==> config.mk <==
export PLATFORM = sky130hd
export DESIGN_NAME = awtg_top
export DESIGN_NICKNAME = d
export VERILOG_FILES = /design/src/hw/awtg_pkg.sv /design/src/hw/awtg_tone_gen.sv /design/src/hw/awtg_top.sv
export SDC_FILE = /design/constraint.sdc
export NUM_CORES = 1
export LEC_CHECK = 0
export ABC_CLOCK_PERIOD_IN_PS = 2100
export BUFFER_PORTS_ARGS = -buffer_cell sky130_fd_sc_hd__buf_2
export CAP_MARGIN = 10
export CORE_MARGIN = 1.5
export CORE_UTILIZATION = 25
export CTS_CLUSTER_SIZE = 16
export DETAILED_ROUTE_END_ITERATION = 8
export PLACE_DENSITY = 0.52
export SYNTH_ARGS = -nofsm -noshare
export SYNTH_HDL_FRONTEND = slang
export SYNTH_HIERARCHICAL = 1
export SYNTH_SLANG_ARGS = --single-unit
==> constraint.sdc <==
create_clock -name clk -period 2.1 [get_ports clk]
set_clock_uncertainty 0.1 [all_clocks]
set_input_delay 0.21 -clock clk [delete_from_list [all_inputs] [get_ports clk]]
set_output_delay 0.21 -clock clk [all_outputs]
set_load 0.02 [all_outputs]
==> src/hw/awtg_pkg.sv <==
// constants for the wake-up tone generator and detector
package awtg_pkg;
    localparam int unsigned CLK_HZ = 100_000_000;
    localparam int unsigned SYM_BAUD = 120_000;
    // symbol period in clocks, rounded down (833)
    localparam int unsigned SYM_CYCLES = CLK_HZ / SYM_BAUD;
    localparam int unsigned TONE_PERIODS = 16;
    localparam int unsigned HALF_SYMS = 8;
    localparam int unsigned TONE_HZ_X10 = 75;
    localparam int unsigned TONE_US_X1000 = 2133;
    // limits held in units of 10 Hz
    // lower frequency limit: longest interval, rounded down (16260)
    localparam int unsigned F_MIN_HZ_X100 = 615;
    localparam int unsigned MAX_PERIOD_CYC =
        CLK_HZ / (F_MIN_HZ_X100 * 10);
    // upper frequency limit, 8.27 - 8.89 kHz band, nominal 8.58 kHz
    localparam int unsigned F_MAX_HZ_X100 = 858;
    // shortest interval accepted (11656)
    localparam int unsigned MIN_PERIOD_CYC =
        CLK_HZ / (F_MAX_HZ_X100 * 10) + 1;
    localparam int unsigned EDGE_GOAL = 14;
    localparam int unsigned QUIET_US_X100 = 39;
    localparam int unsigned QUIET_CYC =
        (CLK_HZ / 100_000) * QUIET_US_X100;
    localparam int unsigned CNT_W = 20;
    localparam logic [1:0] SYM_ZERO = 2'h0;
    localparam logic [1:0] SYM_PLUS = 2'h1;
    localparam logic [1:0] SYM_MINUS = 2'h2;
endpackage

==> src/hw/awtg_tone_gen.sv <==
// square tone generator: 16 periods of 8 plus and 8 minus symbols
module awtg_tone_gen
    import awtg_pkg::*;
(
    // clock and reset
    input wire logic clk,
    input wire logic arst_n,
    // control
    input wire logic start,
    input wire logic sym_tick,
    // tone output
    output logic active,
    output logic [1:0] tone_sym,
    output logic done
);
    logic [3:0] sym_reg;
    logic [4:0] per_reg;
    logic half_reg;

    always_ff @(posedge clk or negedge arst_n) begin
        if (!arst_n) begin
            active <= 1'b0;
            sym_reg <= 4'h0;
            per_reg <= 5'h00;
            half_reg <= 1'b0;
            done <= 1'b0;
        end else begin
            done <= 1'b0;
            if (!active && start) begin
                active <= 1'b1;
                sym_reg <= 4'h0;
                per_reg <= 5'h00;
                half_reg <= 1'b0;
            end else if (active && sym_tick) begin
                if (sym_reg == 4'(HALF_SYMS - 1)) begin
                    sym_reg <= 4'h0;
                    half_reg <= ~half_reg;
                    if (half_reg) begin
                        if (per_reg == 5'(TONE_PERIODS - 1)) begin
                            active <= 1'b0;
                            done <= 1'b1;
                        end
                        per_reg <= per_reg + 5'h01;
                    end
                end else begin
                    sym_reg <= sym_reg + 4'h1;
                end
            end
        end
    end

    always_comb begin
        if (!active) tone_sym = SYM_ZERO;
        else if (half_reg) tone_sym = SYM_MINUS;
        else tone_sym = SYM_PLUS;
    end

    tone_len_a: assert property (
        @(posedge clk) disable iff (!arst_n)
        $rose(active) |-> active [*8])
        else $error("tone stopped too early");
endmodule

==> src/hw/awtg_top.sv <==
// wake-up / acknowledge tone generator and detector for a line port
module awtg_top
    import awtg_pkg::*;
#(
    parameter int unsigned SYM_DIV = SYM_CYCLES,
    parameter int unsigned MIN_PER = MIN_PERIOD_CYC,
    parameter int unsigned MAX_PER = MAX_PERIOD_CYC,
    parameter int unsigned QUIET = QUIET_CYC
)(
    // clock and reset
    input wire logic clk,
    input wire logic arst_n,
    // activation control
    input wire logic wake_req,
    input wire logic ack_enable,
    output logic wake_detected,
    output logic tone_done,
    output logic tone_busy,
    // normal transmit path
    input wire logic [1:0] payload_sym,
    input wire logic frame_sync,
    // line side
    input wire logic line_in,
    output logic [1:0] line_sym,
    output logic sym_strobe,
    output logic frame_sync_out
);
    logic [9:0] div_reg;
    logic sync1_reg, sync2_reg, prev_reg;
    logic [CNT_W-1:0] rise_cnt_reg, fall_cnt_reg;
    logic [3:0] edges_reg;
    logic armed_reg, ack_pend_reg, gen_start;
    logic [1:0] tone_sym;
    logic rise, fall;

    // shared symbol timing for tone and ordinary traffic
    always_ff @(posedge clk or negedge arst_n) begin
        if (!arst_n) begin
            div_reg <= 10'h000;
            sym_strobe <= 1'b0;
        end else begin
            sym_strobe <= (div_reg == 10'(SYM_DIV - 1));
            if (div_reg == 10'(SYM_DIV - 1)) div_reg <= 10'h000;
            else div_reg <= div_reg + 10'h001;
        end
    end

    // start on local request or as acknowledge of far-end tone
    always_ff @(posedge clk or negedge arst_n) begin
        if (!arst_n) ack_pend_reg <= 1'b0;
        else if (wake_detected && ack_enable) ack_pend_reg <= 1'b1;
        else if (tone_busy) ack_pend_reg <= 1'b0;
    end
    assign gen_start = wake_req || ack_pend_reg;

    awtg_tone_gen u_gen (
        .clk(clk),
        .arst_n(arst_n),
        .start(gen_start),
        .sym_tick(sym_strobe),
        .active(tone_busy),
        .tone_sym(tone_sym),
        .done(tone_done)
    );

    // line mux: tone replaces coded data and frame word
    always_ff @(posedge clk or negedge arst_n) begin
        if (!arst_n) begin
            line_sym <= SYM_ZERO;
            frame_sync_out <= 1'b0;
        end else if (tone_busy) begin
            line_sym <= tone_sym;
            frame_sync_out <= 1'b0;
        end else begin
            line_sym <= payload_sym;
            frame_sync_out <= frame_sync;
        end
    end

    // line input synchroniser
    always_ff @(posedge clk or negedge arst_n) begin
        if (!arst_n) begin
            sync1_reg <= 1'b0;
            sync2_reg <= 1'b0;
            prev_reg <= 1'b0;
        end else begin
            sync1_reg <= line_in;
            sync2_reg <= sync1_reg;
            prev_reg <= sync2_reg;
        end
    end
    assign rise = sync2_reg && !prev_reg;
    assign fall = !sync2_reg && prev_reg;

    function automatic logic in_band(input logic [CNT_W-1:0] c);
        in_band = (c >= CNT_W'(MIN_PER)) &&
                  (c <= CNT_W'(MAX_PER));
    endfunction

    function automatic logic [CNT_W-1:0] bump(input logic [CNT_W-1:0] c);
        bump = (&c) ? c : c + CNT_W'(1);
    endfunction

    // rising interval measurement and consecutive edge count
    always_ff @(posedge clk or negedge arst_n) begin
        if (!arst_n) begin
            rise_cnt_reg <= '1;
            edges_reg <= 4'h0;
        end else if (rise) begin
            rise_cnt_reg <= CNT_W'(1);
            if (armed_reg) edges_reg <= 4'h0;
            else if (in_band(rise_cnt_reg))
                edges_reg <= edges_reg + 4'h1;
            else edges_reg <= 4'h0;
        end else begin
            rise_cnt_reg <= bump(rise_cnt_reg);
            if (armed_reg) edges_reg <= 4'h0;
        end
    end

    // falling-edge quiet timer after the edge goal is reached
    always_ff @(posedge clk or negedge arst_n) begin
        if (!arst_n) begin
            fall_cnt_reg <= '1;
            armed_reg <= 1'b0;
            wake_detected <= 1'b0;
        end else begin
            wake_detected <= 1'b0;
            if (fall) fall_cnt_reg <= CNT_W'(1);
            else fall_cnt_reg <= bump(fall_cnt_reg);
            if (!armed_reg && rise && in_band(rise_cnt_reg) &&
                edges_reg == 4'(EDGE_GOAL - 1)) begin
                armed_reg <= 1'b1;
            end else if (armed_reg &&
                         fall_cnt_reg >= CNT_W'(QUIET) && !fall) begin
                armed_reg <= 1'b0;
                wake_detected <= 1'b1;
            end
        end
    end

    no_frame_a: assert property (
        @(posedge clk) disable iff (!arst_n)
        $past(tone_busy) |-> !frame_sync_out)
        else $error("frame word during tone");
    tone_sym_a: assert property (
        @(posedge clk) disable iff (!arst_n)
        $past(tone_busy) |-> line_sym != SYM_ZERO)
        else $error("zero symbol inside tone");
    strobe_gap_a: assert property (
        @(posedge clk) disable iff (!arst_n)
        sym_strobe |=> !sym_strobe [*8])
        else $error("symbol strobe too fast");
    wake_quiet_a: assert property (
        @(posedge clk) disable iff (!arst_n)
        wake_detected |-> $past(armed_reg) &&
            $past(fall_cnt_reg) >= CNT_W'(QUIET))
        else $error("wake reported without quiet window");
    ack_start_a: assert property (
        @(posedge clk) disable iff (!arst_n)
        wake_detected && ack_enable && !tone_busy |-> ##[1:3] tone_busy)
        else $error("no acknowledge tone");
    req_start_a: assert property (
        @(posedge clk) disable iff (!arst_n)
        wake_req && !tone_busy |=> tone_busy)
        else $error("wake request ignored");
    bad_edge_a: assert property (
        @(posedge clk) disable iff (!arst_n)
        rise && !in_band(rise_cnt_reg) && !armed_reg |=> edges_reg == 4'h0)
        else $error("out of band edge kept count");
    arm_goal_a: assert property (
        @(posedge clk) disable iff (!arst_n)
        $rose(armed_reg) |-> $past(edges_reg) == 4'(EDGE_GOAL - 1))
        else $error("armed before edge goal");

    tone_c: cover property (@(posedge clk) $fell(tone_busy));
    wake_c: cover property (@(posedge clk) wake_detected);
    arm_c: cover property (@(posedge clk) $rose(armed_reg));
endmodule

* Word level (Yosys, flattened, before mapping)
Index checks and enable logic that the tools add are counted. Widths: inputs -> output; s select.
Storage, ports and cells: flip-flop bits (word level) 76, bits of input ports 8, output and inout bits 7, logic and storage cells 101
Cells by class: add/sub/neg operators 6, $lt $le $gt $ge 3, eq/ne operators 6, muxes and demuxes 38, bitwise gates (word level) 1, reduce and logical (&&, ||, !) cells 29
Operator list (count):
- $mux 20 | 4
- $add 20x1->20 const B | 2
- $reduce_and 20->1 | 2
- $mux 4 | 7
- $ge 20x14->1 const B | 1
- $ge 20x16->1 const B | 1
- $le 20x14->1 const B | 1
- $mux 1 | 20
- $mux 5 | 4
- $reduce_bool 2->1 | 7
- $logic_and 1x1->1 | 11
- $add 10x1->10 const B | 1
- $eq 10x10->1 const B | 1
- $mux 10 | 1
- $add 4x1->4 const B | 2
- $add 5x1->5 const B | 1
- $eq 5x4->1 const B | 1
- $logic_not 1->1 | 5
- $eq 4x3->1 const B | 1
- $eq 4x4->1 const B | 1
- $mux 2 | 2
- $ne 2x2->1 const B | 2
- $reduce_and 4->1 | 1
- $reduce_and 3->1 | 1
- 3 further kinds | 3

* Longest topological paths before layout
depth after elaboration 6, gate-level depth with buffers 8, mapped depth without buffers 7

* Modules after synthesis
The synthesis kept the hierarchy.
Modules (own cells, without submodules):
- awtg_top | times used 1, cells an instance 335, area an instance 3384.5 µm², sequential area each 1651.6 µm²
- awtg_tone_gen | times used 1, cells an instance 61, area an instance 631.9 µm², sequential area each 300.3 µm²

* Worst setup path before layout
No wires, ideal clock.
kind flip-flop to flip-flop, start point register fall_cnt_reg[3], end point register fall_cnt_reg[17], setup time 0.088 ns, arrival time 1.771 ns, required time 1.912 ns, path slack 0.141 ns, stages on the path, launching flop included 7, path buffers 1, clock period less this slack 1.959 ns, cell sequence dfstp_2 clkbuf_2 nand4_2 or4b_4 a211oi_2 xnor2_1 nor2_1
On the way: word-level cells in the longest chain between the ends 3, elaborated cells between the ends (all ways) 5, those cells by class add/sub: 1; eq/ne: 1; mux: 2; reduce/logical: 1
Ends and longest elaborated chain:
- from (decl) | line awtg_top.sv:30 | logic [CNT_W-1:0] rise_cnt_reg, fall_cnt_reg;
- from (signal assigned) | line awtg_top.sv:130 | else fall_cnt_reg <= bump(fall_cnt_reg);
- $add 20x1->20 | line awtg_top.sv:101 | bump = (&c) ? c : c + CNT_W'(1);
- $mux 20 | line awtg_top.sv:101
- $mux 20 | line awtg_top.sv:129 | if (fall) fall_cnt_reg <= CNT_W'(1);
Parallel ways exist; a longest one is shown, timed or not. The select of a mux whose other input is x is not followed. A chain may end at the register's enable or synchronous reset.

* Worst setup path after layout
start point register fall_cnt_reg[0], end point register fall_cnt_reg[19]
The elaborated chain is that of the path after synthesis.

==> metrics.log <==
[metrics] vias after detailed routing: 2947
[metrics] clock tree from TritonCTS: built
[metrics] total routing usage reported by global routing: 10.4%
[metrics] HPWL after detailed placement: 5460 µm
[metrics] diode insertion count for antenna repair: 0
[metrics] Post-Synthesis Cells: 396
[metrics] die span in y: 130 µm
[metrics] Placement Setup Slack: 0.115 ns
[metrics] Area growth, synth to finish: 19.2%
[metrics] initial antenna violation count: 0
[metrics] count of routing violations after the opening detailed-route iteration: 165
[metrics] proportion of layout cells with a drive suffix above 1: 24.0%
[metrics] Async S/R FF share, synth: 100%
[metrics] Crit-path slowest cell: dfstp_2
[metrics] multi-input combinational cell area: 0.00197 mm²
[metrics] sum of negative setup slack: 0 ns
[metrics] Syn Std Cell Area: 0.00402 mm²
[metrics] I/O pin total: 15
[metrics] maximum ir drop on the vdd rail: 0.407 mV
[metrics] clock net sink count: 76
[metrics] post-route antenna net violation count: 0
[metrics] worst-path fanout max: 5
[metrics] critical path arrival: 2.13 ns
[metrics] RSZ-0062 raised after global routing: no
[metrics] Final Hold Fails: 0
[metrics] Post-synth top flop: dfstp_2
[metrics] total non-filler cell area in the finished layout: 0.00479 mm²
[metrics] crit end category: flop
[metrics] die area: 0.0168 mm²
[metrics] final standard cell utilization of the core: 30.4%
[metrics] most common cell after layout, fill and taps aside: nor2_1
[metrics] initial cell density of the core: 25.5%
[metrics] Final Critical Period: 1.96 ns
[metrics] endpoints failing setup: 0
[metrics] nets in the synthesized netlist: 415
[metrics] pin count of the biggest net entering global routing: 45
[metrics] maximum buffer depth of the clock tree: 2
[metrics] PD cells: 737 mW/mm²
[metrics] Startpoint Class: flop
[metrics] number of synthesized flops with an enable pin: 0
[metrics] kind of cell adding the most delay to the critical path: simple AND/OR/NAND/NOR gates
[metrics] class of the tightest hold or removal check: in -> reg
[metrics] floorplan row count: 46
[metrics] actual transition at the worst max-transition pin: 0.441 ns
[metrics] x dimension of the die: 130 µm
[metrics] global placer's final weighted congestion: 0.768
[metrics] highest achievable clock rate: 0.510 GHz
[metrics] number of register bits inferred by synthesis: 76
[metrics] Detailed Routing Iterations Pass 1: 5
[metrics] final setup slack of the worst path: 0.141 ns
[metrics] library cell used as clock root buffer: clkbuf_16
[metrics] leak pwr: 1.89 nW
[metrics] max-slew violation total from the final report: 0
[metrics] number of nets in the layout: 445
[metrics] headroom to the max-slew limit: 70.6%
[metrics] worst reg-to-reg setup slack: 0.14 ns
[metrics] syn avg cell area: 10.1 µm²
[metrics] highest-count cells in the layout ignoring fill and taps: nor2_1 (45), dfstp_2 (40), dfrtp_1 (36), nand2_1 (28), xnor2_1 (24)
[metrics] cts bufs inserted: 9
[metrics] count of port buffers added during placement: 14
[metrics] count of buffer and inverter cells on the critical path: 0
[metrics] Final Cycle Share: 93.3%
[metrics] worst-skew pair later-pin latency: 0.34 ns
[metrics] critical path's largest stage delay: 0.56 ns
[metrics] GR Overflow Total: 0
[metrics] category of the critical setup timing path: reg -> reg
[metrics] Worst EP required: 2.27 ns
[metrics] Register Area: 0.00195 mm²
[metrics] number of max-capacitance violations reported: 0
[metrics] area after detailed placement: 0.00440 mm²
[metrics] clock edge transition at the registers on the reported setup and hold paths: 0.06 ns
[metrics] via count of the first global-routing pass: 2824
[metrics] outcome: completed
[metrics] routed vias/inst: 4.56
[metrics] core box area: 0.0158 mm²
[metrics] number of buffers inserted to repair setup after CTS: 0
[metrics] total DRC errors in the routed layout: 0
[metrics] critical path cell sequence: and3_1, or4b_4, a2111oi_4, xnor2_1, nor2_1
[metrics] sequential element share of the synthesized area: 48.6%
[metrics] number of warning messages in the yosys log: 6
[metrics] CTS HTree Levels: 3
[metrics] synth unique cells: 61
[metrics] total wirelength of the detailed-routed design: 7950 µm
[metrics] first-pass GRT wire length: 13600 µm
[metrics] mean routed wirelength per cell: 12.3 µm
[metrics] Filler Cell Count: 1654
-- cells in the mapped netlist, types with 2 or more instances --
library cell	n	share of area [%]
mux2i_1	5	1.2
nor3b_1	4	0.75
or3_1	3	0.47
a211oi_2	3	0.93
a311oi_1	2	0.44
xor2_1	13	2.8
dfstp_2	40	26
nand3_1	23	2.9
nand2b_1	6	0.93
ha_1	11	3.4
nand4_2	2	0.62
a21o_1	3	0.56
nor4_1	4	0.62
nor4_2	2	0.62
nand4b_1	3	0.65
a22o_1	2	0.44
nor4b_1	2	0.44
or4_1	3	0.56
and3_1	6	0.93
inv_1	15	1.4
and4_1	6	1.3
and2_1	3	0.47
nor3_1	9	1.1
dfrtp_1	36	22
nor2b_1	5	0.78
o21ai_0	13	1.6
nand2_1	28	2.6
nor2_1	45	4.2
o2111ai_1	3	0.65
buf_2	3	0.37
a21oi_1	20	2.5
or2_2	3	0.47
clkbuf_1	8	0.75
a211oi_1	3	0.56
a31oi_1	3	0.47
xnor2_1	24	5.2
mux2_2	3	0.84
nand4_1	6	0.93
-- kinds of logic (layout without fill, tap and decap cells) --
logic type / Yosys count / in the layout / synth area share, %
XOR/XNOR: 37 / 37 / 8.07
multiplexers: 8 / 8 / 2.09
AO/OA/AOI/OAI: 63 / 63 / 10.9
AND/OR/NAND/NOR: 173 / 173 / 24.1
flip-flops: 76 / 76 / 48.6
buffers and inverters: 28 / 62 / 2.83
adder cells (fa/ha/maj): 11 / 11 / 3.43
-- path summary, 6_finish.rpt --
path	from	end	cells past startpoint
max	fall_cnt_reg[0]	fall_cnt_reg[19]	5
min	wake_req	u_gen/active	4
max reg2reg	fall_cnt_reg[0]	fall_cnt_reg[19]	5
min reg2reg	sync1_reg	sync2_reg	0
max in group asynchronous	arst_n	fall_cnt_reg[6]	3
min in group asynchronous	arst_n	u_gen/per_reg[4]	2
-- area by class of cell --
class / count / area share, %
clock buffer: 14 / 5.72
sequential: 76 / 40.8
multi-input combinational: 292 / 41.1
tap: 216 / 5.65
timing repair buffer: 32 / 4.91
inverter: 15 / 1.18
clock inverter: 1 / 0.627
-- stage by stage --
stage / hold slack, ns / total power (W) / std cells
6_report: 0.187 / 0.00353 / 646
5_1_grt: 0.239 / 0.00372 / 646
2_1_floorplan: -0.186 / 0.00186 / 396
4_1_cts: 0.179 / 0.00359 / 646
3_5_place_dp: 0.0896 / 0.00197 / 625
3_3_place_gp: 0.0907 / 0.00196 / 625
-- power by group --
part | switching, W | internal [W]
combinational | 0.000165 | 0.000123
sequential | 0.0000751 | 0.00158
clock | 0.000570 | 0.00101
-- layer usage --
layer | global-route usage, % | wire length, µm
met5 | 0 | 0
met4 | 4.90 | 177
met3 | 2.71 | 218
met2 | 15.4 | 3470
met1 | 14.1 | 4090
-- worst register-to-register path, cell delays in order (launching register included) --
cell and delay, ns:
dfstp_2 0.56, and3_1 0.24, or4b_4 0.55, a2111oi_4 0.23
xnor2_1 0.16, nor2_1 0.06
-- what timing repair did --
action                     in CTS  in global routing
hold buffers                    6                  0
setup endpoints to repair       0                  2
hold endpoints to repair       21                  0
gates resized for setup         0                  3
Note: power is estimated with default switching activity, not from simulation.
